**src/design/line_event_pkg.sv**
```systemverilog
// Package with register map, widths and reset values of the line event unit.
package line_event_pkg;
  localparam int          NUM_LINES     = 20;
  localparam int          GPIO_LINES    = 18;
  localparam int          SUPPLY_LINE   = 18;
  localparam int          WAKEUP_LINE   = 19;
  localparam logic [7:0]  OFF_INTR_OPEN = 8'h00;
  localparam logic [7:0]  OFF_EVT_OPEN  = 8'h04;
  localparam logic [7:0]  OFF_RISE_SEL  = 8'h08;
  localparam logic [7:0]  OFF_FALL_SEL  = 8'h0c;
  localparam logic [7:0]  OFF_SOFT_TRIG = 8'h10;
  localparam logic [7:0]  OFF_PENDING   = 8'h14;
  localparam logic [19:0] REG_RESET     = 20'h00000;
  localparam logic [1:0]  RESP_OKAY     = 2'h0;
  localparam logic [1:0]  RESP_SLVERR   = 2'h2;
endpackage

```
**src/design/external_line_event_ctrl.sv**
```systemverilog
// Register file, pending logic and request outputs of the line event unit.
// What this block does
// A line's interrupt request passes only when its interrupt-open bit is 1.
// Event request of a line passes only when its event-open bit is 1.
// Rising edges trigger only when the line's rise select bit is 1.
// Falling edges trigger only when the line's fall select bit is 1.
// Writing 1 to a zero soft trigger bit sets the line's pending flag.
// Soft triggers produce requests only on opened lines.
// Clearing a pending flag by writing 1 also clears its soft trigger bit.
// Software writes zero to bits 31 to 20 of configuration registers.
// All mask, select and soft trigger registers reset to zero.
// A selected edge sets the line's pending flag.
// Pending flags clear only on a written 1; written 0 leaves them.
// Selected edge on an event-opened line gives one event pulse.
// Lines 0-17 come from pins, 18 supply monitor, 19 wakeup timer.
// Both selects set means every edge of the line triggers.
// Interrupt request stands while pending and interrupt-open are both 1.
//
// Implementation choice: register access over AXI4-Lite.
`timescale 1ns/1ps
`default_nettype none
module external_line_event_ctrl
  import line_event_pkg::*;
(
  input  wire logic                  aclk,
  input  wire logic                  aresetn,
  input  wire logic                  clk_en,
  input  wire logic [GPIO_LINES-1:0] gpio_lines,
  input  wire logic                  supply_monitor_out,
  input  wire logic                  wakeup_timer,
  input  wire logic [7:0]            s_axi_awaddr,
  input  wire logic                  s_axi_awvalid,
  output logic                       s_axi_awready,
  input  wire logic [31:0]           s_axi_wdata,
  input  wire logic [3:0]            s_axi_wstrb,
  input  wire logic                  s_axi_wvalid,
  output logic                       s_axi_wready,
  output logic [1:0]                 s_axi_bresp,
  output logic                       s_axi_bvalid,
  input  wire logic                  s_axi_bready,
  input  wire logic [7:0]            s_axi_araddr,
  input  wire logic                  s_axi_arvalid,
  output logic                       s_axi_arready,
  output logic [31:0]                s_axi_rdata,
  output logic [1:0]                 s_axi_rresp,
  output logic                       s_axi_rvalid,
  input  wire logic                  s_axi_rready,
  output logic [NUM_LINES-1:0]       intr_req,
  output logic [NUM_LINES-1:0]       event_pulse
);
  ////////////////////////////////////////////////////////////////////////////
  logic [NUM_LINES-1:0] intr_open_ff, nxt_intr_open;
  logic [NUM_LINES-1:0] evt_open_ff, nxt_evt_open;
  logic [NUM_LINES-1:0] rise_sel_ff, nxt_rise_sel;
  logic [NUM_LINES-1:0] fall_sel_ff, nxt_fall_sel;
  logic [NUM_LINES-1:0] soft_trig_ff, nxt_soft_trig;
  logic [NUM_LINES-1:0] pending_ff, nxt_pending;
  logic [NUM_LINES-1:0] intr_req_ff, nxt_intr_req;
  logic [NUM_LINES-1:0] event_ff, nxt_event;
  logic                 aw_ff, nxt_aw;
  logic                 w_ff, nxt_w;
  logic                 bvalid_ff, nxt_bvalid;
  logic [1:0]           bresp_ff, nxt_bresp;
  logic [7:0]           awaddr_ff, nxt_awaddr;
  logic [31:0]          wdata_ff, nxt_wdata;
  logic [3:0]           wstrb_ff, nxt_wstrb;
  logic                 rvalid_ff, nxt_rvalid;
  logic [31:0]          rdata_ff, nxt_rdata;
  logic [1:0]           rresp_ff, nxt_rresp;
  logic                 awready_ff, nxt_awready;
  logic                 wready_ff, nxt_wready;
  logic                 arready_ff, nxt_arready;
  logic [NUM_LINES-1:0] line_in;
  logic [NUM_LINES-1:0] edge_trig;
  logic                 wr_go;
  logic [NUM_LINES-1:0] wmask;
  logic [NUM_LINES-1:0] wval;
  logic [NUM_LINES-1:0] soft_set;
  logic [NUM_LINES-1:0] pend_clr;

  // Known offsets for both the read and the write decoder.
  function automatic logic reg_hit(input logic [7:0] a);
    reg_hit = (a == OFF_INTR_OPEN) || (a == OFF_EVT_OPEN) ||
              (a == OFF_RISE_SEL) || (a == OFF_FALL_SEL) ||
              (a == OFF_SOFT_TRIG) || (a == OFF_PENDING);
  endfunction

  // Line sources: pins, then the supply monitor, then the wakeup timer.
  assign line_in = {wakeup_timer, supply_monitor_out, gpio_lines};

  line_edge_detect #(
    .WIDTH    (NUM_LINES)
  ) u_edge (
    .aclk     (aclk),
    .aresetn  (aresetn),
    .clk_en   (clk_en),
    .line_in  (line_in),
    .rise_sel (rise_sel_ff),
    .fall_sel (fall_sel_ff),
    .trig     (edge_trig)
  );

  ////////////////////////////////////////////////////////////////////////////
  // Write channel: address and data are taken in either order.
  always_comb
  begin
    nxt_aw     = aw_ff;
    nxt_w      = w_ff;
    nxt_awaddr = awaddr_ff;
    nxt_wdata  = wdata_ff;
    nxt_wstrb  = wstrb_ff;
    nxt_bvalid = bvalid_ff;
    nxt_bresp  = bresp_ff;
    wr_go      = 1'b0;
    if (s_axi_awvalid && !aw_ff && !bvalid_ff)
    begin
      nxt_aw     = 1'b1;
      nxt_awaddr = s_axi_awaddr;
    end
    if (s_axi_wvalid && !w_ff && !bvalid_ff)
    begin
      nxt_w     = 1'b1;
      nxt_wdata = s_axi_wdata;
      nxt_wstrb = s_axi_wstrb;
    end
    if (aw_ff && w_ff)
    begin
      wr_go      = 1'b1;
      nxt_aw     = 1'b0;
      nxt_w      = 1'b0;
      nxt_bvalid = 1'b1;
      nxt_bresp  = reg_hit(awaddr_ff) ? RESP_OKAY : RESP_SLVERR;
    end
    else if (bvalid_ff && s_axi_bready)
      nxt_bvalid = 1'b0;
    // Ready follows the next holding state so that it can leave a flop.
    nxt_awready = !nxt_aw && !nxt_bvalid;
    nxt_wready  = !nxt_w && !nxt_bvalid;
  end

  // Write lanes below bit 20 only; upper bits are dropped.
  always_comb
  begin
    wmask = {{4{wstrb_ff[2]}}, {8{wstrb_ff[1]}}, {8{wstrb_ff[0]}}};
    wval  = wdata_ff[NUM_LINES-1:0] & wmask;
  end

  // Read channel: one cycle from the taken address to rvalid.
  always_comb
  begin
    nxt_rvalid = rvalid_ff;
    nxt_rdata  = rdata_ff;
    nxt_rresp  = rresp_ff;
    if (s_axi_arvalid && !rvalid_ff)
    begin
      nxt_rvalid = 1'b1;
      nxt_rresp  = reg_hit(s_axi_araddr) ? RESP_OKAY : RESP_SLVERR;
      unique case (s_axi_araddr)
        OFF_INTR_OPEN: nxt_rdata = {12'h000, intr_open_ff};
        OFF_EVT_OPEN:  nxt_rdata = {12'h000, evt_open_ff};
        OFF_RISE_SEL:  nxt_rdata = {12'h000, rise_sel_ff};
        OFF_FALL_SEL:  nxt_rdata = {12'h000, fall_sel_ff};
        OFF_SOFT_TRIG: nxt_rdata = {12'h000, soft_trig_ff};
        OFF_PENDING:   nxt_rdata = {12'h000, pending_ff};
        default:       nxt_rdata = 32'h00000000;
      endcase
    end
    else if (rvalid_ff && s_axi_rready)
      nxt_rvalid = 1'b0;
    nxt_arready = !nxt_rvalid;
  end

  ////////////////////////////////////////////////////////////////////////////
  // Configuration, soft trigger and pending flags.
  always_comb
  begin
    nxt_intr_open = intr_open_ff;
    nxt_evt_open  = evt_open_ff;
    nxt_rise_sel  = rise_sel_ff;
    nxt_fall_sel  = fall_sel_ff;
    nxt_soft_trig = soft_trig_ff;
    soft_set      = '0;
    pend_clr      = '0;
    if (wr_go)
    begin
      unique case (awaddr_ff)
        OFF_INTR_OPEN: nxt_intr_open = (intr_open_ff & ~wmask) | wval;
        OFF_EVT_OPEN:  nxt_evt_open  = (evt_open_ff & ~wmask) | wval;
        OFF_RISE_SEL:  nxt_rise_sel  = (rise_sel_ff & ~wmask) | wval;
        OFF_FALL_SEL:  nxt_fall_sel  = (fall_sel_ff & ~wmask) | wval;
        OFF_SOFT_TRIG:
        begin
          soft_set      = wval & ~soft_trig_ff;
          nxt_soft_trig = soft_trig_ff | wval;
        end
        OFF_PENDING:   pend_clr = wval;
        default:       soft_set = '0;
      endcase
    end
    // A pending clear also drops the soft trigger bit.
    nxt_soft_trig = nxt_soft_trig & ~pend_clr;
    // Set wins over a clear in the same cycle.
    nxt_pending = (pending_ff & ~pend_clr) | edge_trig | soft_set;
    // Interrupt request follows pending and the interrupt-open bit.
    nxt_intr_req = nxt_pending & nxt_intr_open;
    // Event pulse lasts one cycle and does not touch pending.
    nxt_event = (edge_trig | soft_set) & evt_open_ff;
  end

  // Register stage for all state; frozen while clk_en is low.
  always_ff @(posedge aclk)
  begin
    if (!aresetn)
    begin
      intr_open_ff <= REG_RESET;
      evt_open_ff  <= REG_RESET;
      rise_sel_ff  <= REG_RESET;
      fall_sel_ff  <= REG_RESET;
      soft_trig_ff <= REG_RESET;
      pending_ff   <= REG_RESET;
      intr_req_ff  <= REG_RESET;
      event_ff     <= REG_RESET;
      aw_ff        <= 1'b0;
      w_ff         <= 1'b0;
      bvalid_ff    <= 1'b0;
      bresp_ff     <= RESP_OKAY;
      awaddr_ff    <= 8'h00;
      wdata_ff     <= 32'h00000000;
      wstrb_ff     <= 4'h0;
      rvalid_ff    <= 1'b0;
      rdata_ff     <= 32'h00000000;
      rresp_ff     <= RESP_OKAY;
      awready_ff   <= 1'b1;
      wready_ff    <= 1'b1;
      arready_ff   <= 1'b1;
    end
    else if (clk_en)
    begin
      intr_open_ff <= nxt_intr_open;
      evt_open_ff  <= nxt_evt_open;
      rise_sel_ff  <= nxt_rise_sel;
      fall_sel_ff  <= nxt_fall_sel;
      soft_trig_ff <= nxt_soft_trig;
      pending_ff   <= nxt_pending;
      intr_req_ff  <= nxt_intr_req;
      event_ff     <= nxt_event;
      aw_ff        <= nxt_aw;
      w_ff         <= nxt_w;
      bvalid_ff    <= nxt_bvalid;
      bresp_ff     <= nxt_bresp;
      awaddr_ff    <= nxt_awaddr;
      wdata_ff     <= nxt_wdata;
      wstrb_ff     <= nxt_wstrb;
      rvalid_ff    <= nxt_rvalid;
      rdata_ff     <= nxt_rdata;
      rresp_ff     <= nxt_rresp;
      awready_ff   <= nxt_awready;
      wready_ff    <= nxt_wready;
      arready_ff   <= nxt_arready;
    end
  end

  // Every bus and request output comes straight from its own flop.
  assign s_axi_awready = awready_ff;
  assign s_axi_wready  = wready_ff;
  assign s_axi_arready = arready_ff;
  assign s_axi_bvalid  = bvalid_ff;
  assign s_axi_bresp   = bresp_ff;
  assign s_axi_rvalid  = rvalid_ff;
  assign s_axi_rdata   = rdata_ff;
  assign s_axi_rresp   = rresp_ff;
  assign intr_req      = intr_req_ff;
  assign event_pulse   = event_ff;
endmodule
`default_nettype wire

```
**src/design/line_edge_detect.sv**
```systemverilog
// Per-line edge detector with rising and falling selects.
`timescale 1ns/1ps
`default_nettype none
module line_edge_detect
  import line_event_pkg::*;
#(
  parameter int WIDTH = NUM_LINES
)
(
  input  wire logic             aclk,
  input  wire logic             aresetn,
  input  wire logic             clk_en,
  input  wire logic [WIDTH-1:0] line_in,
  input  wire logic [WIDTH-1:0] rise_sel,
  input  wire logic [WIDTH-1:0] fall_sel,
  output logic      [WIDTH-1:0] trig
);
  logic [WIDTH-1:0] prev_ff;
  logic [WIDTH-1:0] nxt_prev;

  // Next sample of each line; the previous sample gives edge history.
  always_comb
  begin
    nxt_prev = line_in;
  end

  // Sample register, held while the clock enable is low.
  always_ff @(posedge aclk)
  begin
    if (!aresetn)
      prev_ff <= REG_RESET;
    else if (clk_en)
      prev_ff <= nxt_prev;
  end

  // Each line fires on a selected edge; both selects give every edge.
  genvar i;
  generate
    for (i = 0; i < WIDTH; i++)
    begin : g_line
      assign trig[i] = clk_en &&
        ((rise_sel[i] && line_in[i] && !prev_ff[i]) ||
         (fall_sel[i] && !line_in[i] && prev_ff[i]));
    end
  endgenerate
endmodule
`default_nettype wire

```
**config.mk**
```make
export PLATFORM = sky130hd
export DESIGN_NAME = external_line_event_ctrl
export DESIGN_NICKNAME = d
export VERILOG_FILES = /design/src/design/line_event_pkg.sv /design/src/design/external_line_event_ctrl.sv /design/src/design/line_edge_detect.sv
export SDC_FILE = /design/constraint.sdc
export NUM_CORES = 1
export LEC_CHECK = 0
export BUFFER_PORTS_ARGS = -buffer_cell sky130_fd_sc_hd__buf_4
export CAP_MARGIN = 10
export CELL_PAD_IN_SITES_DETAIL_PLACEMENT = 2
export CELL_PAD_IN_SITES_GLOBAL_PLACEMENT = 2
export CORE_ASPECT_RATIO = 0.8
export CORE_MARGIN = 5
export CORE_UTILIZATION = 30
export CTS_CLUSTER_SIZE = 25
export DETAILED_ROUTE_END_ITERATION = 8
export PLACE_DENSITY_LB_ADDON = 0.1
export SYNTH_ARGS = -nofsm -noshare
export SYNTH_HDL_FRONTEND = slang
export SYNTH_SLANG_ARGS = --single-unit
```
**constraint.sdc**
```tcl
create_clock -name aclk -period 2.1 [get_ports aclk]
set_input_delay 0.105 -clock aclk [delete_from_list [all_inputs] [get_ports aclk]]
set_output_delay 0.105 -clock aclk [all_outputs]
set_load 0.02 [all_outputs]
```
== After elaboration in Yosys (flattened, before gate mapping) ==
Index checks and enable logic that the tools add are counted.
Storage, ports and cells
  word-level logic and storage cells: 270
  input bits: 80
  flip-flop bits (word level): 254
Cells by class
  reductions and logical operators: 197
  muxes and demuxes: 20
  equal/unequal tests: 10
  bitwise gates (word level): 21
Operators by type and width (count)
  20-bit bitwise AND: 10
  20-bit 2-to-1 mux: 8
  20-bit bitwise OR: 8
  20-bit one-hot mux with 6 select lines: 1
  1-bit logical AND: 110
  20-bit NOT: 3
  1-bit zero test: 48
  8-bit by 4-bit == test with 1-bit output (second input constant): 4
  8-bit by 5-bit == test with 1-bit output (second input constant): 4
  1-bit logical OR: 30
  8-bit by 3-bit == test with 1-bit output (second input constant): 2
  8-bit zero test: 2
  1-bit 2-to-1 mux: 9
  3-bit AND reduction: 3
  2-bit AND reduction: 4
  2-bit 2-to-1 mux: 2

== Depth between registers and ports, before layout ==
  depth in word-level cells: 8
  gate-level depth with buffers: 7
  gate-level depth less buffers: 4

== By module ==
From an unflattened synthesis, not the netlist that was laid out.
Second synthesis, totals
  cells, all modules: 1270
  area, all modules: 11258.3 um^2
By module, submodules not included
  external_line_event_ctrl: sequential area each 4404.2 um^2, times used 1, cells each 1141, area each 10008.3 um^2
  line_edge_detect: sequential area each 400.4 um^2, times used 1, cells each 129, area each 1249.9 um^2

== Least setup slack after synthesis ==
Ideal clock, no wire load.
  path type: reg2reg
  start point: register awaddr_ff[0]
  end point: register intr_req_ff[5] (netlist: intr_req[5])
  path buffers: 2
  cell stages (with the launch flop): 7
  path slack: 0.301 ns
  arrival: 1.714 ns
  period minus slack after synthesis: 1.799 ns
  library setup time: 0.085 ns
  cell sequence: dfxtp_1 -> or4_1 -> buf_4 -> buf_8 -> nor4_4 -> a211oi_1 -> o31ai_2
Between the ends
  cells in the longest elaborated chain, start to end: 8
  elaborated cells between the ends (all ways): 14
  those cells by class: eq/ne (2); mux (6); bitwise (5); reduce/logical (1)
RTL lines
  from (decl): line external_line_event_ctrl.sv:64  | logic [7:0] awaddr_ff, nxt_awaddr;
  from (signal assigned): line external_line_event_ctrl.sv:251  | awaddr_ff <= nxt_awaddr;
  8-bit by 5-bit == test with 1-bit output: line external_line_event_ctrl.sv:186  | unique case (awaddr_ff)
  20-bit 2-to-1 mux: line external_line_event_ctrl.sv:186
  20-bit 2-to-1 mux: line external_line_event_ctrl.sv:184  | if (wr_go)
  20-bit NOT: line external_line_event_ctrl.sv:203  | nxt_pending = (pending_ff & ~pend_clr) | edge_trig | soft_set;
  20-bit bitwise AND: line external_line_event_ctrl.sv:203
  20-bit bitwise OR (2 in series): line external_line_event_ctrl.sv:203
  20-bit bitwise AND (*): line external_line_event_ctrl.sv:205  | nxt_intr_req = nxt_pending & nxt_intr_open;
  to (signal assigned): line external_line_event_ctrl.sv:245  | intr_req_ff <= nxt_intr_req;
  to (decl): line external_line_event_ctrl.sv:58  | logic [NUM_LINES-1:0] intr_req_ff, nxt_intr_req;
Mark *: on every way between the ends. The rest lies on a longest branch, timed or not.
A chain may end at the register's enable or synchronous reset.

== Worst setup path in the final report ==
  start point: register awaddr_ff[5]
  end point: register soft_trig_ff[15]
Between the ends
  cells in the longest elaborated chain, start to end: 5
  elaborated cells between the ends (all ways): 8
  those cells by class: eq/ne (2); mux (4); bitwise (2)
RTL lines
  8-bit by 5-bit == test with 1-bit output: line external_line_event_ctrl.sv:186
  20-bit 2-to-1 mux: line external_line_event_ctrl.sv:186
  20-bit 2-to-1 mux: line external_line_event_ctrl.sv:184
  20-bit NOT: line external_line_event_ctrl.sv:201  | nxt_soft_trig = nxt_soft_trig & ~pend_clr;
  20-bit bitwise AND (*): line external_line_event_ctrl.sv:201
  to (signal assigned): line external_line_event_ctrl.sv:243  | soft_trig_ff <= nxt_soft_trig;
  to (decl): line external_line_event_ctrl.sv:56  | logic [NUM_LINES-1:0] soft_trig_ff, nxt_soft_trig;
Marked as above.

==> results_dict.tcl <==
set metrics [dict create \
    status "finished clean" \
    min_to "s_axi_rresp[1]$_SDFFE_PN0P_" \
    syn2layout_area_growth_pct 32.5 \
    setup.worst_path.start_class "flip-flop" \
    grt-ovfl-total 0 \
    synth_cells 1306 \
    grt_pass1_wl_um 75300 \
    drt-pass1-iter-count 5 \
    synth-edff-count 0 \
    dpl_cell_area_um2 13700 \
    peakVddDrop_mv 0.510 \
    die_w_um 230 \
    routed_via_density 5.48 \
    ant_nets 0 \
    total_leakage_power_uw 0.00616 \
    rr_worst_depth 6 \
    final_nets 1604 \
    drive_gt1_share_pct 23.4 \
    mostFrequentLayoutCell "buf_4" \
    cts_buffers 28 \
    cts_setup_buffers 0 \
    async_flop_share_pct 0 \
    die_h_um 186 \
    die_area_um2 42900 \
    yosysSeqAreaShare_pct 41.3 \
    htreeDepth 1 \
    worst_pin_slew_ns 0.783 \
    drc_errors 0 \
    gp_congestion 0.796 \
    crit_fanout 16 \
    cts_tree "yes" \
    synth_seq_cells 240 \
    grt_max_degree 67 \
    wl_per_cell_um 24.6 \
    stdcell_area_um2 15400 \
    ys.flop_type "dfxtp_1" \
    r2r_start "awaddr_ff[5]$_SDFFE_PN0P_" \
    clockBufferDepth 3 \
    post-route-period-util_pct 96.0 \
    required_ns 2.56 \
    num_antenna_cells 0 \
    clkSinkCount 240 \
    finalPower_uw 11800 \
    synth_area_um2 11600 \
    io_buffers 133 \
    ios 161 \
    hold_slack_ns 0.101 \
    final-max-slew-violation-count 0 \
    cts-root-buf "clkbuf_16" \
    drt_wl_total_um 50100 \
    hp-start "s_axi_araddr[7]" \
    hpwl_um 35900 \
    cp.arrival_ns 2.48 \
    crit_path_end_kind "flip-flop" \
    hold_viol 0 \
    max_freq_ghz 0.496 \
    worstReg2RegEnd "soft_trig_ff[15]$_SDFFE_PN0P_" \
    final-setup-viol-count 0 \
    start_util_pct 30.4 \
    syn_avg_cell_area_um2 8.92 \
    grt_pass1_vias 11800 \
    yosysWarningCount 0 \
    antenna_found_initial 0 \
    clkTransAtPathRegs_ns 0.06 \
    cap_violations 0 \
    clock_skew_ns 0.0148 \
    drt-initial-drc-count 572 \
    final.min_clock_period_ns 2.02 \
    hp-class "in2reg" \
    clock_latency_ns 0.56 \
    critPathKind "reg2reg" \
    powerDensity_nw_per_um2 768 \
    rrSetupSlack_ns 0.08 \
    relSlewSlack_pct 47.7 \
    rsz0062_at_grt "false" \
    grt_util_all_layers_pct 22.7 \
    coreArea_um2 38300 \
    rows 64 \
    most-common-layout-cells "241 x buf_4, 239 x dfxtp_1, 154 x nand2_1, 139 x mux2i_1, 109 x a21oi_1" \
    holdPathStages 4 \
    fin_tns_setup_ns 0 \
    vias 11200 \
    synth_cell_type_count 60 \
]
power breakdown:
group,leakage [uW],total [uW],switching [uW],internal [uW]
Sequential,0.00195,4820,136,4690
Combinational,0.00368,1400,842,560
Clock,0.000525,5620,2120,3500
Total,0.00616,11800,3100,8750
how the worst max path moves through the flow:
stage / start / end / slack, ns
5_1_grt: awaddr_ff[4]$_SDFFE_PN0P_ / pending_ff[0]$_SDFFE_PN0P_ / 0.007
3_3_place_gp: awaddr_ff[0]$_SDFFE_PN0P_ / pending_ff[4]$_SDFFE_PN0P_ / 0.13
2_1_floorplan: awaddr_ff[0]$_SDFFE_PN0P_ / intr_req[5]$_SDFFE_PN0P_ / 0.30
6_report: awaddr_ff[5]$_SDFFE_PN0P_ / soft_trig_ff[15]$_SDFFE_PN0P_ / 0.08
3_5_place_dp: awaddr_ff[5]$_SDFFE_PN0P_ / pending_ff[19]$_SDFFE_PN0P_ / 0.06
4_1_cts: awaddr_ff[0]$_SDFFE_PN0P_ / pending_ff[3]$_SDFFE_PN0P_ / 0.02
area by class of cell:
type,count,area [um2]
repair buffers,314,2640
clock buffers,34,785
clock inverters,18,268
multi-input cells,930,6270
well taps,495,619
inverters,10,42.5
fillers,4211,22800
flip-flops and latches,240,4810
layer usage:
layer / GRT usage (%) / vias to the layer above / share of wire (%)
met2: 37.1 / 203 / 45
met4: 3.63 / 0 / 1.7
met1: 32.6 / 5727 / 49
met5: 0 / - / 0
met3: 3.58 / 54 / 4.2
li1: - / 5191 / -
repair_timing:
item | 4_1_cts | 5_1_grt
resized for setup | 0 | 5
endpoints found under the setup margin | 0 | 31
endpoints found under the hold margin | 67 | 0
hold buffers | 61 | 0
cell families (layout without fill, tap and decap cells):
kind of cell	count (synthesis)	after routing	share of synthesized area (%)
other	1	14	0.0322
buffers and inverters	149	376	5.76
AOI/OAI and AO/OA	345	345	20.0
and+or+nand+nor	426	426	20.1
DFF	240	240	41.3
muxes	145	145	12.8
per-stage QoR:
| stage | std cells | setup WS (ns) | utilization (%) |
|---|---|---|---|
| 6_report | 2041 | 0.0845 | 40.3 |
| 5_1_grt | 2041 | 0.00696 | 40.3 |
| 4_1_cts | 2041 | 0.0198 | 40.3 |
| 3_5_place_dp | 1928 | 0.0562 | 35.9 |
| 3_3_place_gp | 1928 | 0.132 | 35.9 |
| 2_1_floorplan | 1319 | 0.301 | - |
synth_stat cells (3+ instances only):
library cell | count | area (um2)
nand4_1 | 35 | 219
a2bb2oi_1 | 16 | 140
o211a_1 | 8 | 80.1
o21ai_0 | 46 | 230
and3_1 | 6 | 37.5
o22ai_1 | 13 | 81.3
nor2_1 | 85 | 319
inv_1 | 9 | 33.8
a211oi_1 | 51 | 383
a41oi_1 | 4 | 35.0
nor3_1 | 5 | 25.0
buf_2 | 20 | 100
o31ai_1 | 14 | 105
nor3b_1 | 3 | 22.5
o211ai_1 | 12 | 90.1
nand3_1 | 41 | 205
mux4_2 | 3 | 67.6
clkbuf_1 | 93 | 349
nor3_4 | 3 | 48.8
nand3b_1 | 21 | 158
a211oi_2 | 10 | 125
nand2b_1 | 12 | 75.1
and3b_1 | 16 | 140
nor4_2 | 4 | 50.1
o31ai_2 | 7 | 87.6
dfxtp_1 | 240 | 4800
mux2_2 | 3 | 33.8
buf_1 | 7 | 26.3
buf_4 | 16 | 120
nand2_1 | 154 | 578
nor4_1 | 3 | 18.8
a222oi_1 | 3 | 30.0
mux2i_1 | 139 | 1390
o22a_1 | 8 | 70.1
a21oi_1 | 109 | 546
nor2b_1 | 12 | 75.1
a21o_1 | 8 | 60.1
a31oi_1 | 23 | 144
nor4_4 | 11 | 234
a41o_1 | 8 | 80.1
critical path: stages, from the launching register on:
cell      delay (ns)
dfxtp_1         0.36
or4b_1          0.60
buf_12          0.21
nor4_4          0.25
buf_6           0.18
a21oi_1         0.07
a211oi_1        0.23
No activity file was read; power rests on OpenSTA's default activity.
